$ cat config.mk
export PLATFORM = sky130hd
export DESIGN_NAME = iva_arbiter
export DESIGN_NICKNAME = d
export VERILOG_FILES = /design/src/logic/iva_pkg.sv /design/src/logic/iva_arbiter.sv
export VERILOG_INCLUDE_DIRS = /design/src /design/src/logic
export SDC_FILE = /design/constraint.sdc
export NUM_CORES = 1
export LEC_CHECK = 0
export BUFFER_PORTS_ARGS = -buffer_cell sky130_fd_sc_hd__clkbuf_2
export CELL_PAD_IN_SITES_DETAIL_PLACEMENT = 2
export CELL_PAD_IN_SITES_GLOBAL_PLACEMENT = 2
export CORE_MARGIN = 5
export CORE_UTILIZATION = 27
export DETAILED_ROUTE_END_ITERATION = 12
export PLACE_DENSITY = 0.79
export SLEW_MARGIN = 10
export SYNTH_ARGS = -nofsm -noshare
export SYNTH_HDL_FRONTEND = slang
export SYNTH_SLANG_ARGS = --single-unit
export TNS_END_PERCENT = 1
$ cat constraint.sdc
create_clock -name clk -period 1.99 [get_ports clk]
set_input_delay 0.597 -clock clk [delete_from_list [all_inputs] [get_ports clk]]
set_output_delay 0.597 -clock clk [all_outputs]
set_load 0.01 [all_outputs]
$ cat src/logic/iva_consts.svh
// constants of the interrupt vector arbiter
`ifndef IVA_CONSTS_SVH
`define IVA_CONSTS_SVH
// vector codes and opcodes
`define IVA_CODE_BASE     8'hE0
`define IVA_CODE_TRAP     8'hFE
`define IVA_TRAP_OP       8'h00
`define IVA_SLOT_TRAP     4'hF
`define IVA_SLOT_PORTL    4'h1
`define IVA_SLOT_DEFAULT  4'h0
// stack underflow handling
`define IVA_STACK_LIMIT   9'h06F
`define IVA_UNDERFLOW_PC  15'h7FFF
// register word indices (byte address = 4 * index)
`define IVA_IDX_EDGE_WAKE_ENABLE      3'h0
`define IVA_IDX_EDGE_POLARITY_SELECT     3'h1
`define IVA_IDX_EDGE_EVENT_PENDING     3'h2
`define IVA_IDX_CTRL      3'h3
`define IVA_IDX_STAT      3'h4
// control bits and reset values
`define IVA_CTRL_GIE      0
`define IVA_CTRL_PORTL_GROUP_IRQ_ENABLE     1
`define IVA_RST_BYTE      8'h00
// pin history after reset: all high, so rising select sees no false edge
`define IVA_RST_PINS      8'hFF
`endif

$ cat src/logic/iva_pkg.sv
// types of the interrupt vector arbiter
package iva_pkg;
    // vector dispatch sequencer states
    typedef enum logic [1:0] {ST_IDLE, ST_HI, ST_LO, ST_LOAD} iva_state_e;
    // one instruction register load from the sequencer
    typedef struct packed {
        logic        valid;   // byte is being loaded into the ir
        logic        present; // location exists and is programmed
        logic [7:0]  data;    // raw fetched byte
        logic [14:0] pc;      // address it was fetched from
    } iva_fetch_s;
    // whole module state
    typedef struct packed {
        iva_state_e  state;
        logic [7:0]  edge_wake_enable;
        logic [7:0]  edge_polarity_select;
        logic [7:0]  edge_event_pending;
        logic        global_irq_enable;
        logic        portl_group_irq_enable;
        logic [7:0]  pins_q;
        logic        trap;
        logic [14:0] trap_ret_pc;
        logic [7:0]  code;
        logic [6:0]  vec_hi;
        logic [14:0] pm_addr;
        logic        pm_rd;
        logic        pc_load;
        logic [14:0] pc_value;
        logic        ir_load;
        logic [7:0]  ir_byte;
        logic        irq_req;
        logic        wake;
        logic        wake_to_isr;
        logic        waitreq;
        logic [31:0] rdata;
    } iva_st_s;
endpackage

$ cat src/logic/iva_arbiter.sv
// interrupt vector arbiter with trap flag and port l edge interrupts
// What this block does
// - dispatch samples highest active source, even code
// - active trap always yields code FE
// - external pin gives FA, lower ranks smaller
// - nothing active selects lowest default slot
// - only enabled and pending sources compete
// - code replaces pc low byte, high kept
// - fetched vector loads pc, service starts
// - vector high byte at lower address
// - trap flag set on trap, reset clears
// - clear instruction clears trap flag unless a trap fetch comes in the same cycle
// - trap flag has no register address
// - fetching trap opcode into ir raises trap
// - trap opcode is all zeros
// - missing program memory reads as zero
// - stack underflow pop loads 7FFF
// - trap leaves global enable, flag blocks others
// - only another trap interrupts trap routine
// - trap return address is trap instruction
// - single trap flag, clear reenables maskables
// - eight port l edge inputs, one slot
// - per pin port l interrupt enable
// - per pin rising or falling edge select
// - per pin pending latch, no group flag
// - port l group enable plus global enable
// - disabled wake resumes after low power instr
// - enabled wake runs port l service first
//
// Register access over Avalon-MM and the register offsets were left to the implementer.
`timescale 1ns/1ps
`include "iva_consts.svh"

module iva_arbiter #(
    parameter int NSRC = 12                  // maskable sources, slots 2 to 13
) (
    input  wire logic               clk,
    input  wire logic               nrst,
    input  wire logic [2:0]         avs_address,      // word index
    input  wire logic               avs_read,
    input  wire logic               avs_write,
    input  wire logic [31:0]        avs_writedata,
    input  wire logic [3:0]         avs_byteenable,
    output logic      [31:0]        avs_readdata,
    output logic                    avs_waitrequest,
    input  wire iva_pkg::iva_fetch_s fetch,           // ir load from sequencer
    input  wire logic               dispatch_instr,   // vector dispatch starts
    input  wire logic               pending_clear_instr,
    input  wire logic               stack_pop,        // pop happened this cycle
    input  wire logic [8:0]         stack_ptr,        // pointer after the pop
    input  wire logic [6:0]         pc_hi,            // current pc high part
    input  wire logic [NSRC-1:0]    src_pend,         // index 0 lowest rank
    input  wire logic [NSRC-1:0]    src_en,
    input  wire logic [7:0]         portl_pin,
    input  wire logic               low_power,        // halt or idle
    input  wire logic [7:0]         pm_data,
    input  wire logic               pm_present,
    input  wire logic               pm_valid,
    output logic                    pm_rd,
    output logic      [14:0]        pm_addr,
    output logic                    pc_load,
    output logic      [14:0]        pc_value,
    output logic                    ir_load,
    output logic      [7:0]         ir_byte,
    output logic                    trap_pending_flag,
    output logic      [14:0]        trap_ret_pc,
    output logic                    irq_req,
    output logic                    wake,
    output logic                    wake_to_isr
);
    // ------------------------------------------------------------
    // state and combinational terms
    // ------------------------------------------------------------
    iva_pkg::iva_st_s st;                    // registered state
    iva_pkg::iva_st_s next_st;               // next state
    logic [7:0]       edge_evt;              // per pin trigger this cycle
    logic [15:0]      act;                   // active slot vector
    logic [3:0]       win;                   // winning slot
    logic [7:0]       fbyte;                 // fetched byte after zero fill
    logic [7:0]       pbyte;                 // vector byte after zero fill
    logic             portl_act;             // port l takes part
    logic             mask_any;              // any maskable active
    logic             req_rd;                // bus read request
    logic             req_wr;                // bus write request
    logic [31:0]      rd_mux;                // register read value

    // ------------------------------------------------------------
    // per pin edge detection
    // ------------------------------------------------------------
    genvar gi;
    generate
        for (gi = 0; gi < 8; gi++) begin : g_edge
            // polarity 1 selects falling edge, 0 rising edge
            assign edge_evt[gi] = st.edge_polarity_select[gi] ? (st.pins_q[gi] & ~portl_pin[gi])
                                               : (~st.pins_q[gi] & portl_pin[gi]);
        end
    endgenerate

    // ------------------------------------------------------------
    // arbitration inputs
    // ------------------------------------------------------------
    // port l counts only with group enable and a pin both enabled and pending
    assign portl_act = st.portl_group_irq_enable & (|(st.edge_wake_enable & st.edge_event_pending));
    // slot 15 trap, 14 reserved, 2..13 sources, 1 port l, 0 default
    assign act = {st.trap, 1'b0, src_pend & src_en, portl_act, 1'b1};
    assign mask_any = |act[14:1];

    // highest set slot wins, slot 0 always set as default
    always_comb begin
        win = `IVA_SLOT_DEFAULT;
        for (int i = 1; i < 16; i++) begin
            if (act[i]) begin
                win = 4'(i);
            end
        end
    end

    // nonexistent memory returns zero bytes
    assign fbyte = fetch.present ? fetch.data : `IVA_TRAP_OP;
    assign pbyte = pm_present ? pm_data : `IVA_TRAP_OP;

    // ------------------------------------------------------------
    // bus decode
    // ------------------------------------------------------------
    assign req_rd = avs_read & ~avs_write;
    assign req_wr = avs_write & ~avs_read;

    // register read mux, unmapped reads zero; trap flag never appears
    always_comb begin
        rd_mux = 32'h0000_0000;
        unique case (avs_address)
            `IVA_IDX_EDGE_WAKE_ENABLE:  rd_mux[7:0] = st.edge_wake_enable;
            `IVA_IDX_EDGE_POLARITY_SELECT: rd_mux[7:0] = st.edge_polarity_select;
            `IVA_IDX_EDGE_EVENT_PENDING: rd_mux[7:0] = st.edge_event_pending;
            `IVA_IDX_CTRL: begin
                rd_mux[`IVA_CTRL_GIE]  = st.global_irq_enable;
                rd_mux[`IVA_CTRL_PORTL_GROUP_IRQ_ENABLE] = st.portl_group_irq_enable;
            end
            `IVA_IDX_STAT: begin
                rd_mux[0]    = (st.state != iva_pkg::ST_IDLE);
                rd_mux[15:8] = st.code;
            end
            default: rd_mux = 32'h0000_0000;
        endcase
    end

    // ------------------------------------------------------------
    // next state
    // ------------------------------------------------------------
    always_comb begin
        next_st         = st;
        next_st.pins_q  = portl_pin;
        next_st.pc_load = 1'b0;
        next_st.ir_load = 1'b0;
        next_st.pm_rd   = 1'b0;
        next_st.wake    = 1'b0;

        // bus slave: waitrequest drops one cycle, write lands at that edge
        next_st.waitreq = 1'b1;
        if ((req_rd | req_wr) & st.waitreq) begin
            next_st.waitreq = 1'b0;
            next_st.rdata   = rd_mux;
        end
        if (req_wr & ~st.waitreq & avs_byteenable[0]) begin
            unique case (avs_address)
                `IVA_IDX_EDGE_WAKE_ENABLE:  next_st.edge_wake_enable  = avs_writedata[7:0];
                `IVA_IDX_EDGE_POLARITY_SELECT: next_st.edge_polarity_select = avs_writedata[7:0];
                `IVA_IDX_EDGE_EVENT_PENDING: next_st.edge_event_pending = avs_writedata[7:0];
                `IVA_IDX_CTRL: begin
                    next_st.global_irq_enable  = avs_writedata[`IVA_CTRL_GIE];
                    next_st.portl_group_irq_enable = avs_writedata[`IVA_CTRL_PORTL_GROUP_IRQ_ENABLE];
                end
                default: ;
            endcase
        end
        // edge events latch, a set beats a software write
        next_st.edge_event_pending = next_st.edge_event_pending | edge_evt;

        // ir load with trap detection; gie is left alone
        if (fetch.valid) begin
            next_st.ir_load = 1'b1;
            next_st.ir_byte = fbyte;
            if (fbyte == `IVA_TRAP_OP) begin
                next_st.trap        = 1'b1;
                next_st.trap_ret_pc = fetch.pc;
            end
        end
        // clear instruction drops the single flag unless a trap arrives now
        if (pending_clear_instr & ~(fetch.valid & (fbyte == `IVA_TRAP_OP))) begin
            next_st.trap = 1'b0;
        end

        // trap request is non-maskable; flag blocks maskable requests
        next_st.irq_req = next_st.trap | (st.global_irq_enable & ~st.trap & mask_any);

        // port l wake out of halt or idle
        if (low_power & (|(st.edge_wake_enable & st.edge_event_pending))) begin
            next_st.wake        = 1'b1;
            next_st.wake_to_isr = st.global_irq_enable & portl_act;
        end

        // vector dispatch sequencer
        unique case (st.state)
            iva_pkg::ST_IDLE: begin
                if (dispatch_instr) begin
                    next_st.code    = `IVA_CODE_BASE | {3'b000, win, 1'b0};
                    next_st.pm_addr = {pc_hi, `IVA_CODE_BASE | {3'b000, win, 1'b0}};
                    next_st.pm_rd   = 1'b1;
                    next_st.state   = iva_pkg::ST_HI;
                end
            end
            iva_pkg::ST_HI: begin
                next_st.pm_rd = ~pm_valid;
                if (pm_valid) begin
                    next_st.vec_hi  = pbyte[6:0];
                    next_st.pm_addr = {st.pm_addr[14:1], 1'b1};
                    next_st.pm_rd   = 1'b1;
                    next_st.state   = iva_pkg::ST_LO;
                end
            end
            iva_pkg::ST_LO: begin
                next_st.pm_rd = ~pm_valid;
                if (pm_valid) begin
                    next_st.pc_value = {st.vec_hi, pbyte};
                    next_st.state    = iva_pkg::ST_LOAD;
                end
            end
            iva_pkg::ST_LOAD: begin
                next_st.pc_load = 1'b1;
                next_st.state   = iva_pkg::ST_IDLE;
            end
        endcase

        // popping past the stack limit forces the top address
        if (stack_pop & (stack_ptr > `IVA_STACK_LIMIT)) begin
            next_st.pc_load  = 1'b1;
            next_st.pc_value = `IVA_UNDERFLOW_PC;
        end
    end

    // ------------------------------------------------------------
    // state register
    // ------------------------------------------------------------
    always_ff @(posedge clk) begin
        if (!nrst) begin
            st         <= '0;
            st.state   <= iva_pkg::ST_IDLE;
            st.edge_wake_enable    <= `IVA_RST_BYTE;
            st.edge_polarity_select   <= `IVA_RST_BYTE;
            st.edge_event_pending   <= `IVA_RST_BYTE;
            st.pins_q  <= `IVA_RST_PINS;
            st.trap    <= 1'b0;
            st.waitreq <= 1'b1;
        end else begin
            st <= next_st;
        end
    end

    // outputs straight from flops
    assign avs_readdata      = st.rdata;
    assign avs_waitrequest   = st.waitreq;
    assign pm_rd             = st.pm_rd;
    assign pm_addr           = st.pm_addr;
    assign pc_load           = st.pc_load;
    assign pc_value          = st.pc_value;
    assign ir_load           = st.ir_load;
    assign ir_byte           = st.ir_byte;
    assign trap_pending_flag = st.trap;
    assign trap_ret_pc       = st.trap_ret_pc;
    assign irq_req           = st.irq_req;
    assign wake              = st.wake;
    assign wake_to_isr       = st.wake_to_isr;
endmodule // iva_arbiter

Yosys cells after proc, flatten, opt, wreduce, memory -nomap -nowiden
Index checks and enable logic that the tools add are counted.

Reductions and logical operators: 19. Div/mod/pow operators: 0. Add/subtract/negate cells: 0. Bitwise operators: 57. Muxes and demuxes: 49. Magnitude comparators: 1. Equality and inequality tests: 10. Multipliers: 0. Shift-type cells: 0.

Operators by type and width (count): $mux W16 (4); $mux W4 (13); $mux W33 (1); $mux W8 (4); $mux W15 (2); $pmux W15 S2 (1); $and A1 B1 Y1 (29); $not A1 Y1 (23); $pmux W6 S3 (1); $reduce_and A2 Y1 (7); $reduce_or A13 Y1 (1); $and A12 B12 Y12 (1); $mux W2 (6); $mux W1 (11); $mux W10 (1); $gt A9 B7 Y1 const B (1); $mux W9 (1); $reduce_and A3 Y1 (3); $and A8 B8 Y8 (1); $logic_not A8 Y1 (1); $or A8 B8 Y8 (1); $pmux W2 S4 (1); $reduce_bool A2 Y1 (4); $reduce_or A8 Y1 (1); other kinds (12) (17).

Memory bits (read-only): 0. Input bits: 130. Latch bits: 0. Memories kept: 0. Register bits after elaboration: 125. Word-level logic and storage cells: 159. Memory bits (writable): 0. Output and inout port bits: 93.

Longest topological paths before layout
Gate-level depths: netlist of the first run.

Word-level depth: 19. Gate-level depth with buffers: 7. Depth with buffers taken out: 6.

Worst setup path after synthesis of the first run
No wires, ideal clock.

Kind: input to register. Start: input fetch[17] (netlist bit). End: register st (netlist bit trap_ret_pc[14]). Stages: 6. Data arrival time: 1.735 ns. Path slack: 0.127 ns. Library setup time: 0.128 ns. Path buffers: 1. Data required time: 1.862 ns. Cell sequence: or4_4 -> o21ai_2 -> nand2_4 -> buf_6 -> mux2i_1 -> nor2_1.

Word-level cells in the longest chain between the ends: 3.

RTL lines: from (decl) (RTL line iva_arbiter.sv:46) `input wire iva_pkg::iva_fetch_s fetch,`; $mux W8 (no line); $logic_not A8 Y1 (no line); $reduce_and A2 Y1 (no line); to (signal assigned) (RTL line iva_arbiter.sv:255) `st <= next_st;`; to (decl) (RTL line iva_arbiter.sv:74) `iva_pkg::iva_st_s st;`.

Every way passes these cells. A chain may end at the register's enable or synchronous reset.

Worst setup path in the final report of the first run
Start: register st[118] (netlist bit). End: register st (netlist bit irq_req).

Word-level cells in the longest chain between the ends: 6.

RTL lines: $and A8 B8 Y8 (RTL line iva_arbiter.sv:103) `assign portl_act = st.portl_group_irq_enable & (|(st.edge_wake_enable & st.edge_event_pending));`; $reduce_or A8 Y1 (RTL line iva_arbiter.sv:103); $and A1 B1 Y1 (RTL line iva_arbiter.sv:103); $reduce_or A13 Y1 (RTL line iva_arbiter.sv:106) `assign mask_any = |act[14:1];`; $and A1 B1 Y1 (RTL line iva_arbiter.sv:194) `next_st.irq_req = next_st.trap | (st.global_irq_enable & ~st.trap & mask_any);`; $or A1 B1 Y1 (RTL line iva_arbiter.sv:194).

Every way passes these cells.

==> reports/metrics.csv, run 1 <==
stage,metric,value,unit
run_status,status,"finished, final reports clean",
clock_network,cts_tree,built,
floorplanning,die_x,154,microns
sta,hold_violations,0,
sta,slew_viol_final,0,
critical_path,critical_path_depth,5,
yosys,syn_inst,629,
critical_path,rrSetupSlack,140,ps
sta,max_freq,0.541,GHz
critical_path,start_kind,flop,
grt,grt_max_degree,63,
critical_path,slowest_delay,480,ps
yosys,syn_area_per_cell,8.88,sq um
route,drc,0,
power,p_leak,0.00334,uW
run,maxCapViolCount,0,
route,routed_wl,16900,microns
floorplanning,pin_count,223,
final_layout,area_growth,24.2,%
floorplanning,die_area,0.0237,sq mm
yosys,synth-edff-count,0,
grt,antenna_found_initial,0,
final_layout,n_antenna_cell,0,
yosys,synth_top_area_share,43.0,%
grt,grt_first_pass_wirelength,27200,microns
critical_path,crit_slowest_cell,a2111oi_0,
clock_network,clockRootBuffer,clkbuf_16,
critical_path,path_cells,a22oi_1 -> nand4_1 -> a2111oi_0 -> nor3_1 -> or2_2,
yosys,ys_seq_area_share,43.0,%
floorplanning,coreArea,0.0203,sq mm
route,ant_nets,0,
route,drtPass1Iterations,4,
critical_path,r2r_start,st[118]$_SDFF_PN0_,
critical_path,critPathTopFamily,compound AO/OA/AOI/OAI gates,
grt,grt-ovfl-total,0,
yosys,synth_flop_cell,dfxtp_1,
yosys,yosys_warnings,0,
floorplanning,fp.dieH,154,microns
grt,gr-usage-all-layers,14.3,%
yosys,synth.most_common_cell,dfxtp_1,
yosys,yosys-top-cells-count,"dfxtp_1, nor2_1, buf_4",
power,ir_drop,0.316,mV
hold_path,min_to,st[109]$_SDFF_PN1_,
clock_network,cts-buffers-inserted,17,
critical_path,cp.arrival,2150,ps
sta,finalClockSkew,7.70,ps
route,routed.top_layer,met4,
critical_path,worst_setup_path_end_kind,flop,
clock_network,clock-sinks,120,
hold_path,hold_class,input port to flop,
final_layout,fill_cells,2352,
yosys,syn_area,0.00559,sq mm
place,placed_cell_area,0.00631,sq mm
final_layout,stdcell_area,0.00694,sq mm
route,wl_met3,864,microns
floorplanning,initial_core_util,27.5,%
clock_network,post_cts.repair.setup_buffers,0,
critical_path,required,2290,ps
floorplanning,row_count,52,
critical_path,worstRegToRegCells,5,
yosys,ys_types,47,
place,dp_slack,-99.8,ps
yosys,ys_ff_latch,120,
sta,setup_violations,0,
critical_path,rr_endpoint,irq_req$_SDFF_PN0_,
sta,grt_setup_unrepaired,false,
route,routedLengthMet1,7680,microns
clock_network,postCtsHoldBufs,0,
final_layout,fin_util,34.2,%
final_layout,nets,885,
yosys,synth_top_area_cell,dfxtp_1,
power,p_per_area,1060,mW/mm^2
route,num_vias,4709,
critical_path,setup.worst_path.class,flop to flop,
hold_path,worstHoldStart,portl_pin[1],
clock_network,clk_latency,410,ps
clock_network,clkTransAtPathRegs,60,ps
final_layout,drive_gt1_share,31.9,%
critical_path,worst-path-max-fanout,4,
route,dr_wl_met2,8190,microns
sta,period_minus_slack,1850,ps
clock_network,ctsResizeCount,0,
hold_path,whs_path_depth,2,
clock_network,ctsHtreeMaxLevel,4,
route,vias_per_cell,4.56,
place,dpl.hpwl,12700,microns
place,place.gp.congestion,0.747,
grt,grt_pass1_vias,5097,
route,drt_iter0_drc,132,
sta,fin_ws,142,ps
place,io_buffers,174,
yosys,synth-async-reset-ratio,0,%
sta,finalCritPeriodShare,92.9,%
route,avgRoutedWirePerCell,16.4,microns
clock_network,clock_path_buffers,2,
yosys,yosys-top-cells-area,"dfxtp_1, buf_4, mux2i_1",
sta,tns,0,ps
critical_path,cp.buffers_inverters,0,
-- metrics by stage --
step,hold WS (ps),power [uW],cells
after floorplan,432,3770,645
after global placement,450,4100,1000
after detailed placement,458,4140,1000
after CTS,373,7500,1032
after global routing,388,7760,1032
final,386,7370,1032
-- flip-flops by register name (all words and copies together) (netlist names), 8 cells and up --
register	flops
st	48
pm_addr	13
avs_readdata	13
pc_value	15
trap_ret_pc	15
ir_byte	8
-- power breakdown --
group | switching (uW) | internal, uW | total (uW)
clock network | 1090 | 2190 | 3280
logic | 789 | 542 | 1330
registers | 132 | 2620 | 2750
total | 2010 | 5350 | 7370
-- worst register-to-register path, stage by stage, from the launching register on --
cell and delay [ps]:
dfxtp_1 330, a22oi_1 270, nand4_1 280, a2111oi_0 490, nor3_1 90, or2_2 270
-- cell usage in the layout (no fill, tap or decap), types with 4 or more instances in the layout --
cell / n
clkbuf_2: 174
dfxtp_1: 120
nor2_1: 98
mux2i_1: 56
a21oi_1: 53
nand2_1: 38
buf_4: 24
a22oi_1: 21
conb_1: 17
clkbuf_16: 17
nor2b_1: 12
nand2b_1: 12
o21ai_0: 10
a31oi_1: 10
nand3b_1: 9
nor3b_1: 8
or3b_2: 8
nor3_1: 7
ha_1: 6
nand3_1: 5
and2_1: 5
clkinv_2: 4
clkbuf_1: 4
bufinv_16: 4
-- cell families (layout without fill, tap and decap cells) --
logic type,count (synthesis),in the layout,synth area share (%)
AND/OR/NAND/NOR,215,215,18.8
flip-flops,120,120,43.0
buffers and inverters,119,236,14.0
AO/OA/AOI/OAI,110,110,12.0
multiplexers,58,58,10.8
adder cells (fa/ha/maj),6,6,1.34
other,1,17,0.0671
-- layout make-up --
| type | instances | area [sq um] | share of cell area (%) |
|---|---|---|---|
| timing repair buffer | 200 | 1090 | 15.7 |
| inverter | 4 | 16.3 | 0.234 |
| sequential | 120 | 2400 | 34.6 |
| tap | 270 | 338 | 4.87 |
| multi-input combinational | 406 | 2460 | 35.5 |
| clock inverter | 8 | 143 | 2.06 |
| clock buffer | 24 | 482 | 6.94 |
-- worst max path at each step --
stage | from | to | slack [ps]
CTS | st[118]$_SDFF_PN0_ | irq_req$_SDFF_PN0_ | 110
floorplan | fetch[17] | trap_ret_pc[14]$_SDFFE_PN0P_ | 130
global placement | fetch[21] | irq_req$_SDFF_PN0_ | -70
finish | st[118]$_SDFF_PN0_ | irq_req$_SDFF_PN0_ | 140
detailed placement | fetch[21] | trap_ret_pc[7]$_SDFFE_PN0P_ | -100
global route | st[118]$_SDFF_PN0_ | irq_req$_SDFF_PN0_ | 30
-- routing by layer --
metal / global-route usage (%) / vias to the layer above
met5: 0 / -
met4: 4.67 / 0
met3: 3.65 / 13
met2: 24.1 / 121
met1: 17.9 / 2272
li1: - / 2303
Power figures use the tool's default switching activity.
==> inputs of run 2 (changes only) <==
Settings changed: PLACE_DENSITY 0.79 to default, PLACE_DENSITY_LB_ADDON from default to 0.1.
==> reports/metrics.csv, run 2 (synthesis gave the netlist of run 1 again) <==
stage,metric,value,unit,change
critical_path,worst-path-max-fanout,3,,-1
final_layout,most-common-layout-cells,"clkbuf_2, dfxtp_1, nor2_1",,
route,routed_wl,17400,microns,+2.8%
route,dr_wl_met2,8190,microns,about the same
clock_network,clock-sinks,120,,unchanged
floorplanning,fp.dieH,154,microns,unchanged
route,routedLengthMet1,7780,microns,+1.2%
critical_path,worst_setup_path_end_kind,flop,,
critical_path,cp.arrival,2110,ps,-40 ps
grt,gr-usage-all-layers,14.8,%,+0.55 points
power,p_int,5150,uW,-3.8%
clock_network,postCtsHoldBufs,0,,unchanged
sta,setup_violations,0,,unchanged
place,place.gp.congestion,0.747,,about the same
final_layout,regMostFlops,st,,
route,drc,0,,unchanged
power,ir_drop,0.576,mV,+82%
final_layout,area_growth,24.4,%,
run,maxCapViolCount,0,,unchanged
power,power.share.clock,42.8,%,-1.7 points
power,p_per_area,1030,mW/mm^2,-3.2%
place,io_buffers,174,,unchanged
clock_network,clockRootBuffer,clkbuf_16,,
final_layout,n_antenna_cell,0,,unchanged
critical_path,required,2280,ps,about the same
sta,slew_viol_final,0,,unchanged
route,routed.top_layer,met4,,
place,dpl.hpwl,13500,microns,+6.3%
final_layout,largest_reg_flops,48,,unchanged
clock_network,cts-buffers-inserted,17,,unchanged
grt,grt_max_degree,45,,-29%
floorplanning,pin_count,223,,unchanged
route,avgRoutedWirePerCell,16.9,microns,+2.7%
critical_path,slowest_delay,520,ps,+40 ps
grt,grt_pass1_vias,5413,,+6.2%
route,drt_iter0_drc,124,,-6.1%
route,wl_met3,1140,microns,+32%
floorplanning,initial_core_util,27.5,%,unchanged
floorplanning,row_count,52,,unchanged
final_layout,fin_util,34.2,%,+0.062 points
sta,period_minus_slack,1820,ps,-30.5 ps
critical_path,start_kind,flop,,
grt,antenna_found_initial,0,,unchanged
sta,finalClockSkew,7.21,ps,-0.487 ps
clock_network,clk_latency,410,ps,about the same
run_status,status,"finished, final reports clean",,
grt,grt-ovfl-total,0,,unchanged
critical_path,setup.worst_path.class,flop to flop,,
clock_network,post_cts.repair.setup_buffers,0,,unchanged
clock_network,cts_tree,built,,
power,p_leak,0.00336,uW,+0.41%
clock_network,ctsHtreeMaxLevel,4,,unchanged
sta,finalCritPeriodShare,91.3,%,-1.5 points
floorplanning,die_x,154,microns,unchanged
power,power_frac_seq,38.6,%,+1.2 points
critical_path,path_cells,a22oi_1 -> nand4_1 -> a2111oi_0 -> nor3_1 -> or2_2,,
hold_path,hold_class,input port to flop,,
sta,hold_violations,0,,unchanged
floorplanning,die_area,0.0237,sq mm,unchanged
sta,max_freq,0.550,GHz,+1.7%
power,p_switching,1990,uW,-0.89%
final_layout,nets,888,,+0.34%
floorplanning,coreArea,0.0203,sq mm,unchanged
critical_path,crit_slowest_cell,a2111oi_0,,
sta,grt_setup_unrepaired,false,,
route,drtPass1Iterations,4,,unchanged
final_layout,drive_gt1_share,32.5,%,+0.61 points
clock_network,clkTransAtPathRegs,60,ps,about the same
sta,tns,0,ps,unchanged
final_layout,final_common_cell,clkbuf_2,,
power,p_comb_share,18.6,%,+0.5 points
route,num_vias,4727,,+0.38%
route,ant_nets,0,,unchanged
grt,grt_first_pass_wirelength,28400,microns,+4.3%
clock_network,ctsResizeCount,0,,unchanged
power,switching_share,27.9,%,+0.60 points
route,vias_per_cell,4.58,,+0.29%
clock_network,clock_path_buffers,2,,unchanged
==> run 2: changes by cell type in the layout (fill, tap and decap cells not counted) <==
cell / change
buf_12: +2
buf_4: +1
bufinv_16: -2
clkbuf_1: -4
clkbuf_8: +2
clkinv_2: +1
clkinvlp_4: +1
==> run 2: power groups by stage <==
stage	clock network, uW	registers, uW	logic [uW]
floorplan	0	2770	1000
global placement	0	2790	1310
detailed placement	0	2810	1360
CTS	3160	2760	1360
global route	3270	2790	1510
finish	3060	2750	1330
==> run 2: stage by stage <==
stage | total power [uW] | cells | setup slack (ps) | cell area, sq um | hold slack (ps)
after floorplan | 3770 | 645 | 127 | 5650 | 432
after global placement | 4110 | 1003 | -72.1 | 6360 | 453
after detailed placement | 4160 | 1003 | -124 | 6360 | 464
after CTS | 7290 | 1033 | 172 | 6950 | 377
after global routing | 7560 | 1033 | 30.6 | 6950 | 404
final | 7140 | 1033 | 172 | 6950 | 398
==> run 2: worst max-delay path: cells and delay by family (launching register included) <==
| family | cells | cell delay [ps] |
|---|---|---|
| AOI/OAI and AO/OA | 2 | 750 |
| DFF | 1 | 330 |
| and+or+nand+nor | 3 | 610 |
==> run 2: final timing paths <==
check | start | to | slack [ps] | cells after the start
hold reg to reg | pm_addr[4]$_SDFFE_PN0P_ | pm_addr[4]$_SDFFE_PN0P_ | 460 | 2
setup / recovery | st[122]$_SDFF_PN0_ | irq_req$_SDFF_PN0_ | 170 | 5
hold / removal | portl_pin[3] | st[111]$_SDFF_PN1_ | 400 | 2
setup reg to reg | st[122]$_SDFF_PN0_ | irq_req$_SDFF_PN0_ | 170 | 5
==> run 2: layer usage <==
| layer | vias up | GRT usage [%] |
|---|---|---|
| li1 | 2305 | - |
| met1 | 2257 | 18.2 |
| met2 | 144 | 24.6 |
| met3 | 21 | 4.83 |
| met4 | 0 | 4.84 |
| met5 | - | 0 |
==> run 2: cell type report <==
class                      count  area [sq um]
fill                        2368         13400
multi-input combinational    406          2460
sequential                   120          2400
timing repair buffer         203          1140
clock buffer                  22           494
tap                          270           338
clock inverter                 8          95.1
inverter                       4          16.3
==> inputs of run 3 (changes only) <==
Settings changed: SETUP_SLACK_MARGIN from default to 0.3.
==> reports/metrics.csv, run 3 (synthesis gave the netlist of run 1 again) <==
stage,metric,value,unit,change
run_status,status,"finished, final reports clean",,
place,dpl.hpwl,13400,microns,-0.78%
sta,hold_ws,396,ps,-1.71 ps
sta,slew_viol_final,0,,unchanged
place,dp_slack,-112,ps,+11.6 ps
critical_path,worst_setup_path_end_kind,flop,,
clock_network,clock_path_buffers,2,,unchanged
route,drc,0,,unchanged
final_layout,n_antenna_cell,0,,unchanged
grt,grt_first_pass_wirelength,27900,microns,-1.7%
final_layout,nets,890,,+0.23%
critical_path,path_cells,a22oi_2 -> nand4_1 -> a2111oi_4 -> nor3_1 -> or2_2,,
final_layout,drive_gt1_share,33.2,%,+0.74 points
route,routed_wl,17200,microns,-1.1%
sta,max_freq,0.582,GHz,+5.8%
route,vias_per_cell,4.60,,+0.44%
clock_network,clkTransAtPathRegs,60,ps,about the same
final_layout,largest_reg_flops,48,,unchanged
sta,tns,0,ps,unchanged
sta,finalClockSkew,6.19,ps,-1.03 ps
floorplanning,initial_core_util,27.5,%,unchanged
critical_path,setup.worst_path.class,flop to flop,,
grt,antenna_found_initial,0,,unchanged
critical_path,rrSetupSlack,270,ps,+100 ps
critical_path,critPathTopFamily,simple AND/OR/NAND/NOR gates,,
route,avgRoutedWirePerCell,16.6,microns,-1.5%
route,drt_iter0_drc,132,,+6.5%
place,place.gp.congestion,0.741,,-0.80%
critical_path,slowest_delay,370,ps,-150 ps
critical_path,required,2280,ps,about the same
power,ir_drop,0.538,mV,-6.6%
floorplanning,pin_count,223,,unchanged
floorplanning,row_count,52,,unchanged
floorplanning,die_area,0.0237,sq mm,unchanged
power,total_power,7100,uW,-0.57%
route,drtPass1Iterations,4,,unchanged
power,p_leak,0.00337,uW,+0.26%
sta,period_minus_slack,1720,ps,-99.9 ps
critical_path,worst-path-max-fanout,3,,unchanged
place,dp_cells,1004,,+0.10%
clock_network,clk_latency,400,ps,about the same
sta,setup_violations,0,,unchanged
route,num_vias,4766,,+0.83%
critical_path,cp.arrival,2010,ps,-100 ps
final_layout,final_common_cell,clkbuf_2,,
critical_path,crit_slowest_cell,a2111oi_4,,
place,io_buffers,174,,unchanged
clock_network,postCtsHoldBufs,0,,unchanged
final_layout,regMostFlops,st,,
critical_path,start_kind,flop,,
floorplanning,die_x,154,microns,unchanged
grt,grt_max_degree,35,,-22%
floorplanning,coreArea,0.0203,sq mm,unchanged
sta,fin_ws,272,ps,+99.9 ps
clock_network,ctsHtreeMaxLevel,4,,unchanged
final_layout,fill_cells,2335,,-1.4%
power,p_per_area,1010,mW/mm^2,-1.5%
sta,grt_setup_unrepaired,true,,
clock_network,cts-buffers-inserted,17,,unchanged
final_layout,area_growth,25.6,%,
sta,hold_violations,0,,unchanged
grt,grt_pass1_vias,5392,,-0.39%
critical_path,cp.buffers_inverters,0,,unchanged
route,ant_nets,0,,unchanged
clock_network,clock-sinks,120,,unchanged
sta,finalCritPeriodShare,86.3,%,-5.0 points
clock_network,cts_tree,built,,
final_layout,layout.cells.non_filler,1037,,+0.39%
run,maxCapViolCount,0,,unchanged
floorplanning,fp.dieH,154,microns,unchanged
grt,grt-ovfl-total,0,,unchanged
hold_path,hold_class,input port to flop,,
clock_network,clockRootBuffer,clkbuf_16,,
final_layout,most-common-layout-cells,"clkbuf_2, dfxtp_1, nor2_1",,
grt,gr-usage-all-layers,14.5,%,-0.31 points
run 3: path summary, 6_finish.rpt:
path	from	to	cells past startpoint
worst max-delay path	st[118]$_SDFF_PN0_	irq_req$_SDFF_PN0_	5
worst min-delay path	portl_pin[4]	st[112]$_SDFF_PN1_	2
worst max register to register	st[118]$_SDFF_PN0_	irq_req$_SDFF_PN0_	5
worst min register to register	pm_addr[4]$_SDFFE_PN0P_	pm_addr[4]$_SDFFE_PN0P_	2
run 3: metrics by stage:
stage | util (%) | area (sq um)
final | 34.6 | 7020
after global routing | 34.6 | 7020
after CTS | 34.4 | 6980
after detailed placement | 31.5 | 6390
after global placement | 31.5 | 6390
after floorplan | - | 5660
run 3: worst register-to-register path, stage by stage, from the launching register on:
cell and delay, ps:
dfxtp_1 340, a22oi_2 250, nand4_1 300, a2111oi_4 370, nor3_1 80, or2_2 270
run 3: metal layers:
layer / global-route usage, % / wire (microns)
met1: 17.4 / 7440
met2: 25.3 / 8580
met3: 4.44 / 1010
met4: 3.87 / 183
met5: 0 / 0
run 3: where the power goes:
group	internal (uW)	switching, uW	total (uW)
clock	1910	1100	3010
combinational	542	800	1340
sequential	2620	131	2750
total	5070	2030	7100
run 3: final cells by class:
class / instances / area (sq um) / share of cell area (%)
inverter: 4 / 16.3 / 0.232
clock inverter: 11 / 124 / 1.77
sequential: 120 / 2400 / 34.2
timing repair buffer: 205 / 1170 / 16.6
multi-input combinational: 406 / 2510 / 35.8
clock buffer: 21 / 460 / 6.56
tap: 270 / 338 / 4.81
run 3: repair_timing:
item                                    in CTS  in global routing
endpoints found under the setup margin       2                 19
buffers inserted                             0                  1
cloned                                       0                  0
resized for setup                            2                  4
endpoints found under the hold margin        0                  0
pin swaps                                    2                  1
